## src/rtc_pkg.sv

```systemverilog
// constants and types for the bcd clock/calendar register block
package rtc_pkg;
    // ****************************************************
    // register map (indices inside the special group)
    // ****************************************************
    localparam logic [2:0] IDX_VIEW = 3'h0;
    localparam logic [2:0] IDX_MIN_SEC = 3'h1;
    localparam logic [2:0] IDX_DAY_HOUR = 3'h2;
    localparam logic [2:0] IDX_YEAR_MONTH = 3'h3;
    localparam logic [2:0] IDX_WEEKDAY = 3'h4;
    localparam logic [2:0] IDX_COMMAND = 3'h5;
    // ****************************************************
    // command codes
    // ****************************************************
    localparam logic [15:0] CMD_SET = 16'h8000;
    localparam logic [15:0] CMD_IDLE = 16'h0000;
    localparam logic [15:0] CMD_COMP30 = 16'h4000;
    // ****************************************************
    // bcd limits
    // ****************************************************
    localparam logic [7:0] BCD_ZERO = 8'h00;
    localparam logic [7:0] BCD_ONE = 8'h01;
    localparam logic [7:0] BCD_SEC_MAX = 8'h59;
    localparam logic [7:0] BCD_HOUR_MAX = 8'h23;
    localparam logic [7:0] BCD_MONTH_MAX = 8'h12;
    localparam logic [7:0] BCD_YEAR_MAX = 8'h99;
    localparam logic [7:0] BCD_WDAY_MAX = 8'h06;
    localparam logic [7:0] BCD_THIRTY = 8'h30;
    localparam logic [7:0] BCD_FEB = 8'h02;
    localparam logic [7:0] BCD_APR = 8'h04;
    localparam logic [7:0] BCD_JUN = 8'h06;
    localparam logic [7:0] BCD_SEP = 8'h09;
    localparam logic [7:0] BCD_NOV = 8'h11;
    localparam logic [7:0] DAYS_31 = 8'h31;
    localparam logic [7:0] DAYS_30 = 8'h30;
    localparam logic [7:0] DAYS_29 = 8'h29;
    localparam logic [7:0] DAYS_28 = 8'h28;
    // ****************************************************
    // timing
    // ****************************************************
    localparam int CLK_HZ = 40_000_000;
    localparam int TICK_SECONDS = 1;
    localparam int TICK_CYCLES = CLK_HZ * TICK_SECONDS;
    // ****************************************************
    // types
    // ****************************************************
    typedef struct packed {
        logic [7:0] year;
        logic [7:0] month;
        logic [7:0] day;
        logic [7:0] hour;
        logic [7:0] minute;
        logic [7:0] second;
        logic [7:0] weekday;
    } time_type;
    typedef struct packed {
        logic wr;
        logic rd;
        logic [2:0] index;
        logic [15:0] data;
    } reg_req_type;
    typedef enum logic {
        MODE_CLOCK_ONLY,
        MODE_CLOCK_MEMORY
    } mode_type;
endpackage

```

## src/bcd_digit_counter.sv

```systemverilog
// one bcd two-digit counter with limit and restart value
`timescale 1ns/1ps
module bcd_digit_counter (
    // value in
    input wire logic [7:0] value,
    input wire logic [7:0] low,
    input wire logic [7:0] high,
    // result
    output logic [7:0] incremented,
    output logic wrapped
);
    always_comb begin
        wrapped = (value >= high);
        if (wrapped) begin
            incremented = low;
        end else if (value[3:0] == 4'h9) begin
            incremented = {value[7:4] + 4'h1, 4'h0};
        end else begin
            incremented = {value[7:4], value[3:0] + 4'h1};
        end
    end
endmodule

```

## src/bcd_clock_calendar_registers.sv

```systemverilog
// clock/calendar special register block with bcd time keeping
`timescale 1ns/1ps
module bcd_clock_calendar_registers #(
    parameter int TICK_COUNT = rtc_pkg::TICK_CYCLES
) (
    // clock and reset
    input wire logic clk,
    input wire logic sys_rst,
    // register port
    input wire rtc_pkg::reg_req_type req,
    output logic [15:0] readData,
    output logic readValid,
    // pins
    input wire logic batteryPresent,
    input wire logic modeSwitch,
    // status
    output logic masterMemoryEnable,
    output logic timeValid,
    output logic secondPulse
);
    import rtc_pkg::*;
    // ****************************************************
    // parameter check
    // ****************************************************
    // the tick compare needs at least two counter states
    if (TICK_COUNT < 2) begin : g_badTick
        $error("tick count too small");
    end
    // ****************************************************
    // pin synchronisers
    // ****************************************************
    // pins are asynchronous: two stages before any use
    logic [1:0] batSync;
    logic [1:0] modeSync;
    logic [1:0] next_batSync;
    logic [1:0] next_modeSync;
    always_comb begin
        next_batSync = {batSync[0], batteryPresent};
        next_modeSync = {modeSync[0], modeSwitch};
    end
    always_ff @(posedge clk or posedge sys_rst) begin
        if (sys_rst) begin
            batSync <= 2'h0;
            modeSync <= 2'h0;
        end else begin
            batSync <= next_batSync;
            modeSync <= next_modeSync;
        end
    end
    logic batOk;
    mode_type mode;
    assign batOk = batSync[1];
    assign mode = modeSync[1] ? MODE_CLOCK_MEMORY : MODE_CLOCK_ONLY;
    // ****************************************************
    // second tick
    // ****************************************************
    logic [31:0] tickCnt;
    logic [31:0] next_tickCnt;
    logic tick;
    always_comb begin
        tick = 1'b0;
        next_tickCnt = tickCnt;
        if (!batOk) begin
            // held clear so the first second after fitting is full
            next_tickCnt = 32'h0;
        end else if (tickCnt == 32'(TICK_COUNT - 1)) begin
            next_tickCnt = 32'h0;
            tick = 1'b1;
        end else begin
            next_tickCnt = tickCnt + 32'h1;
        end
    end
    always_ff @(posedge clk or posedge sys_rst) begin
        if (sys_rst) begin
            tickCnt <= 32'h0;
        end else begin
            tickCnt <= next_tickCnt;
        end
    end
    // ****************************************************
    // calendar carry chain
    // ****************************************************
    time_type now;
    time_type staged;
    time_type next_now;
    time_type next_staged;
    logic [7:0] incSec, incMin, incHour, incDay, incMon, incYear, incWday;
    logic wrapSec, wrapMin, wrapHour, wrapDay, wrapMon, wrapYear, wrapWday;
    logic [7:0] monthDays;
    logic leap;
    bcd_digit_counter secCnt (.value(now.second), .low(BCD_ZERO),
        .high(BCD_SEC_MAX), .incremented(incSec), .wrapped(wrapSec));
    bcd_digit_counter minCnt (.value(now.minute), .low(BCD_ZERO),
        .high(BCD_SEC_MAX), .incremented(incMin), .wrapped(wrapMin));
    bcd_digit_counter hourCnt (.value(now.hour), .low(BCD_ZERO),
        .high(BCD_HOUR_MAX), .incremented(incHour), .wrapped(wrapHour));
    bcd_digit_counter dayCnt (.value(now.day), .low(BCD_ONE),
        .high(monthDays), .incremented(incDay), .wrapped(wrapDay));
    bcd_digit_counter monCnt (.value(now.month), .low(BCD_ONE),
        .high(BCD_MONTH_MAX), .incremented(incMon), .wrapped(wrapMon));
    bcd_digit_counter yearCnt (.value(now.year), .low(BCD_ZERO),
        .high(BCD_YEAR_MAX), .incremented(incYear), .wrapped(wrapYear));
    bcd_digit_counter wdayCnt (.value(now.weekday), .low(BCD_ZERO),
        .high(BCD_WDAY_MAX), .incremented(incWday), .wrapped(wrapWday));
    // leap year in bcd: tens even and units 0,4,8, or tens odd and 2,6
    always_comb begin
        leap = now.year[4] ? (now.year[3:0] == 4'h2 || now.year[3:0] == 4'h6)
            : (now.year[3:0] == 4'h0 || now.year[3:0] == 4'h4
            || now.year[3:0] == 4'h8);
        if (now.month == BCD_FEB) begin
            monthDays = leap ? DAYS_29 : DAYS_28;
        end else if (now.month == BCD_APR || now.month == BCD_JUN
            || now.month == BCD_SEP || now.month == BCD_NOV) begin
            monthDays = DAYS_30;
        end else begin
            monthDays = DAYS_31;
        end
    end
    // ****************************************************
    // register writes, commit and compensation
    // ****************************************************
    logic valid;
    logic next_valid;
    logic cmdSet;
    logic cmdComp;
    logic bumpMin;
    always_comb begin
        next_now = now;
        next_staged = staged;
        next_valid = valid;
        cmdSet = req.wr && req.index == IDX_COMMAND && req.data == CMD_SET;
        cmdComp = req.wr && req.index == IDX_COMMAND
            && req.data == CMD_COMP30;
        if (req.wr) begin
            case (req.index)
                IDX_MIN_SEC: begin
                    next_staged.minute = req.data[15:8];
                    next_staged.second = req.data[7:0];
                end
                IDX_DAY_HOUR: begin
                    next_staged.day = req.data[15:8];
                    next_staged.hour = req.data[7:0];
                end
                IDX_YEAR_MONTH: begin
                    next_staged.year = req.data[15:8];
                    next_staged.month = req.data[7:0];
                end
                IDX_WEEKDAY: begin
                    next_staged.weekday = req.data[7:0];
                end
                default: begin
                end
            endcase
        end
        bumpMin = 1'b0;
        // commit wins over compensation and the tick in one cycle
        if (cmdSet) begin
            next_now = staged;
            next_valid = 1'b1;
        end else if (cmdComp && batOk) begin
            // round seconds to the nearest minute
            next_now.second = BCD_ZERO;
            bumpMin = (now.second >= BCD_THIRTY);
        end else if (tick) begin
            next_now.second = incSec;
            bumpMin = wrapSec;
        end
        // shared minute carry, so a rounded 23:59 rolls the date too
        if (bumpMin) begin
            next_now.minute = incMin;
            if (wrapMin) begin
                next_now.hour = incHour;
                if (wrapHour) begin
                    next_now.day = incDay;
                    next_now.weekday = incWday;
                    if (wrapDay) begin
                        next_now.month = incMon;
                        if (wrapMon) begin
                            next_now.year = incYear;
                        end
                    end
                end
            end
        end
    end
    always_ff @(posedge clk or posedge sys_rst) begin
        if (sys_rst) begin
            now <= '0;
            staged <= '0;
            valid <= 1'b0;
        end else begin
            now <= next_now;
            staged <= next_staged;
            valid <= next_valid;
        end
    end
    // ****************************************************
    // read path and status outputs
    // ****************************************************
    logic [15:0] viewWord;
    logic [15:0] next_readData;
    logic next_readValid;
    logic next_masterMemoryEnable;
    logic next_secondPulse;
    always_comb begin
        case (req.index)
            IDX_VIEW: viewWord = {now.hour, now.minute};
            IDX_MIN_SEC: viewWord = {now.minute, now.second};
            IDX_DAY_HOUR: viewWord = {now.day, now.hour};
            IDX_YEAR_MONTH: viewWord = {now.year, now.month};
            IDX_WEEKDAY: viewWord = {BCD_ZERO, now.weekday};
            default: viewWord = CMD_IDLE;
        endcase
        // an idle port reads zero so no stale time is left standing
        next_readData = req.rd ? viewWord : CMD_IDLE;
        next_readValid = req.rd;
        next_masterMemoryEnable = (mode == MODE_CLOCK_MEMORY);
        next_secondPulse = tick;
    end
    always_ff @(posedge clk or posedge sys_rst) begin
        if (sys_rst) begin
            readData <= 16'h0000;
            readValid <= 1'b0;
            masterMemoryEnable <= 1'b0;
            timeValid <= 1'b0;
            secondPulse <= 1'b0;
        end else begin
            readData <= next_readData;
            readValid <= next_readValid;
            masterMemoryEnable <= next_masterMemoryEnable;
            timeValid <= next_valid;
            secondPulse <= next_secondPulse;
        end
    end
endmodule

```

## config.mk

```make
export PLATFORM = sky130hd
export DESIGN_NAME = bcd_clock_calendar_registers
export DESIGN_NICKNAME = d
export VERILOG_FILES = /design/src/rtc_pkg.sv /design/src/bcd_digit_counter.sv /design/src/bcd_clock_calendar_registers.sv
export SDC_FILE = /design/constraint.sdc
export NUM_CORES = 1
export LEC_CHECK = 0
export BUFFER_PORTS_ARGS = -buffer_cell sky130_fd_sc_hd__buf_2
export CORE_MARGIN = 10
export CORE_UTILIZATION = 55
export CTS_CLUSTER_DIAMETER = 120
export CTS_CLUSTER_SIZE = 10
export DETAILED_ROUTE_END_ITERATION = 10
export PLACE_DENSITY = 0.69
export SLEW_MARGIN = 5
export SYNTH_ARGS = -nofsm -noshare
export SYNTH_HDL_FRONTEND = slang
export SYNTH_SLANG_ARGS = --single-unit
```

## constraint.sdc

```tcl
create_clock -name clk -period 6.6 [get_ports clk]
set_clock_uncertainty 0.1 [all_clocks]
set_input_delay 0.66 -clock clk [delete_from_list [all_inputs] [get_ports clk]]
set_output_delay 0.66 -clock clk [all_outputs]
set_load 0.005 [all_outputs]
```

==> results.py <==
metrics = {
    "setup_path": {
        "cp_slowest_cell": "nor3_1",
        "endpoint_kind": "flop",
        "reg2regPathDepth": 14,
        "critPathRequiredTime_ns": 6.83,
        "crit_cells": 14,
        "max_stage_delay_ns": 0.85,
        "worstPathMaxFanout": 11,
        "crit_type": "reg -> reg",
        "arrival_ns": 4.29,
        "worst-path-buf-inv": 1,
        "path_delay_family": "simple AND/OR/NAND/NOR gates",
        "worstSetupStartpointType": "flop",
        "crit_chain": "inv_1 -> ha_1 -> nand3_1 -> or4_1 -> nor3_1 -> or4_1 -> ha_1 -> nor4b_1 -> o211ai_1 -> nor3_1 -> nor3b_1 -> nand4_1 -> a21boi_1 -> a211o_1",
    },
    "detailed_routing": {
        "vias": 7221,
        "wl_per_cell_um": 20.9,
        "avgViaCountPerCell": 6.23,
        "wirelength_um": 24300,
        "drc": 0,
        "final_antenna_net_count": 0,
        "dr.pass1.iters": 6,
        "drtIter0Drc": 822,
    },
    "yosys": {
        "ys_warn_count": 0,
        "ys_seq_elements": 168,
        "ys_seq_area_share_pct": 46.8,
        "synth.area.top_cells": "dfrtp_1 47%, mux2_2 7.9%, nor2_1 3.6%",
        "ys.flop_type": "dfrtp_1",
        "synth_mux_area_share_pct": 11.6,
        "synthArstFlopShare_pct": 100,
        "syn_inst": 911,
        "yosys.area.top_type_share_pct": 46.8,
        "yosysUniqueCellTypes": 70,
        "synth_adder_area_share_pct": 3.20,
        "synth_xor_area_share_pct": 2.83,
        "synth-simple-area-share_pct": 18.8,
        "synth_top_family_by_area": "simple AND/OR/NAND/NOR gates",
        "ys_top_cells_by_count": "168 x dfrtp_1, 87 x nor2_1, 82 x nand2_1",
        "synthesis.nets": 959,
        "synth_top_cell_by_area": "dfrtp_1",
        "synth-edff-count": 0,
        "synth_most_common_cell": "dfrtp_1",
        "syn_area_per_cell_um2": 9.86,
        "synthesis.area_um2": 8980,
        "synth-compound-area-share_pct": 13.2,
    },
    "power_and_ir_drop": {
        "pwr-share-comb_pct": 6.5,
        "p_per_area_nw_per_um2": 239,
        "p_switching_w": 0.000604,
        "clockPowerShare_pct": 44.1,
        "p_seq_share_pct": 49.4,
        "switching_share_pct": 25.4,
        "p_leak_nw": 4.38,
        "ir_drop_uv": 227,
        "p_int_w": 0.00177,
    },
    "die": {
        "die_w_um": 148,
        "rows": 46,
        "io_pins": 45,
        "core_um2": 15900,
        "die-area_um2": 21800,
        "fp.dieH_um": 148,
        "start_util_pct": 56.3,
    },
    "sta": {
        "rsz0062_at_grt": "no",
        "setup_viol": 0,
        "min_period_ns": 4.07,
        "worstMarginPinSlew_ns": 1.11,
        "fin_crit_sh_pct": 61.6,
        "fin_setup_tns_ns": 0,
        "fmax_mhz": 246,
        "slew_headroom_pct": 25.7,
        "slew_viol_final": 0,
        "hold_viol_final": 0,
    },
    "global_routing": {
        "grt_overflow": 0,
        "antenna_found_initial": 0,
        "grt_pass1_vias": 6740,
        "gr-usage-all-layers_pct": 22.5,
        "grt_max_degree": 100,
        "grt_pass1_wl_um": 38700,
    },
    "run_status": {
        "status": "complete, no violations",
    },
    "final_layout": {
        "regArea_um2": 4200,
        "drive_above_1_share_pct": 17.3,
        "areaGrowthSynthToFinish_pct": 10.9,
        "nNetsFinal": 978,
        "n_fill_cell": 1335,
        "stdcell_area_um2": 9960,
        "multi_input_area_um2": 4470,
    },
    "clock_network": {
        "h-tree-depth": 4,
        "numCtsBuffers": 17,
        "post-cts-setup-buffer-count": 0,
        "cts_buffer_depth": 2,
        "cts.repair.resized": 0,
        "cts_tree": "done",
        "clk_latency_ns": 0.44,
        "cts.reportedPaths.clkPinSlew_ns": 0.07,
        "cts_sinks": 168,
        "cts_hold_buf": 0,
        "clockRootBuffer": "clkbuf_16",
    },
    "placed_design": {
        "dp_hpwl_um": 17300,
        "place_congestion": 0.936,
        "postPlaceCellArea_um2": 9340,
        "port_buffers": 44,
    },
    "run": {
        "drv_cap": 0,
    },
    "hold_path": {
        "worstHoldPathType": "in -> reg",
        "min_path_cells": 1,
    },
}
[power by group through the flow]
stage | logic, W | registers [W] | clock network, W
after floorplan | 0.000116 | 0.00116 | 0
after global placement | 0.000152 | 0.00119 | 0
after detailed placement | 0.000157 | 0.00119 | 0
after CTS | 0.000158 | 0.00117 | 0.00106
after global routing | 0.000173 | 0.00118 | 0.00110
final | 0.000156 | 0.00117 | 0.00105
[cell usage in the layout (no fill, tap or decap), types with 8 or more instances in the layout]
master	instances
dfrtp_1	168
nor2_1	87
nand2_1	82
mux2_2	63
o21ai_0	44
buf_2	44
nand3_1	39
mux2i_1	31
nor3_1	30
inv_1	30
a21oi_1	29
ha_1	23
xnor2_1	18
a22oi_1	17
clkbuf_16	17
o22a_1	16
nand4_1	14
or3_1	12
nor4_1	11
xor2_1	11
and3_1	9
a211oi_1	9
inv_6	8
[final cells by class]
class	count	share of cell area, %
Antenna cell	1	0.0251
Clock buffer	18	4.41
Clock inverter	14	1.80
Inverter	31	1.22
Multi-Input combinational cell	661	44.9
Sequential cell	168	42.2
Tap cell	216	2.71
Timing Repair Buffer	51	2.74
[worst reg2reg max path, delay by kind of cell, from the launching register on]
family,cells,cell delay (ns)
DFF,1,0.44
buffers and inverters,1,0.09
and+or+nand+nor,8,2.28
adders and majority gates,2,0.51
AOI/OAI and AO/OA,3,0.52
[routing by layer]
metal / wire [um] / GRT usage [%] / vias up
li1: - / - / 3321
met1: 11300 / 33.0 / 3505
met2: 10200 / 31.4 / 355
met3: 2300 / 5.92 / 40
met4: 499 / 7.38 / 0
met5: 0 / 0 / -
[state kept, by name, summed over array words and instances (netlist names)]
| name | cells |
|---|---|
| now | 56 |
| timeValid | 1 |
| modeSync | 2 |
| staged | 56 |
| secondPulse | 1 |
| tickCnt | 32 |
| readValid | 1 |
| batSync | 2 |
| masterMemoryEnable | 1 |
| readData | 16 |
[stage by stage]
stage                     instances  power, W  setup WS (ns)  hold slack, ns  util [%]
after detailed placement       1127   0.00135           2.63           0.236      58.6
after global routing           1159   0.00246           2.28           0.211      62.5
after global placement         1127   0.00134           2.75           0.232      58.6
after CTS                      1159   0.00239           2.61           0.209      62.5
final                          1160   0.00238           2.53           0.220      62.5
after floorplan                 911   0.00127           1.29           0.231         -
[logic make-up after synthesis]
family,Yosys count
buffers and inverters,82
XOR/XNOR,29
AO/OA/AOI/OAI,176
flip-flops,168
AND/OR/NAND/NOR,338
adder cells (fa/ha/maj),23
multiplexers,95
[final timing paths]
check | to | slack [ns] | from
worst max-delay path | now[52] | 2.53 | now[44]
worst min-delay path | modeSync[0] | 0.22 | modeSwitch
worst max register to register | now[52] | 2.53 | now[44]
worst min register to register | batSync[1] | 0.24 | batSync[0]
max in group asynchronous | readData[10] | 4.71 | sys_rst
min in group asynchronous | now[8] | 0.29 | sys_rst
No activity file was read; power rests on OpenSTA's default activity.
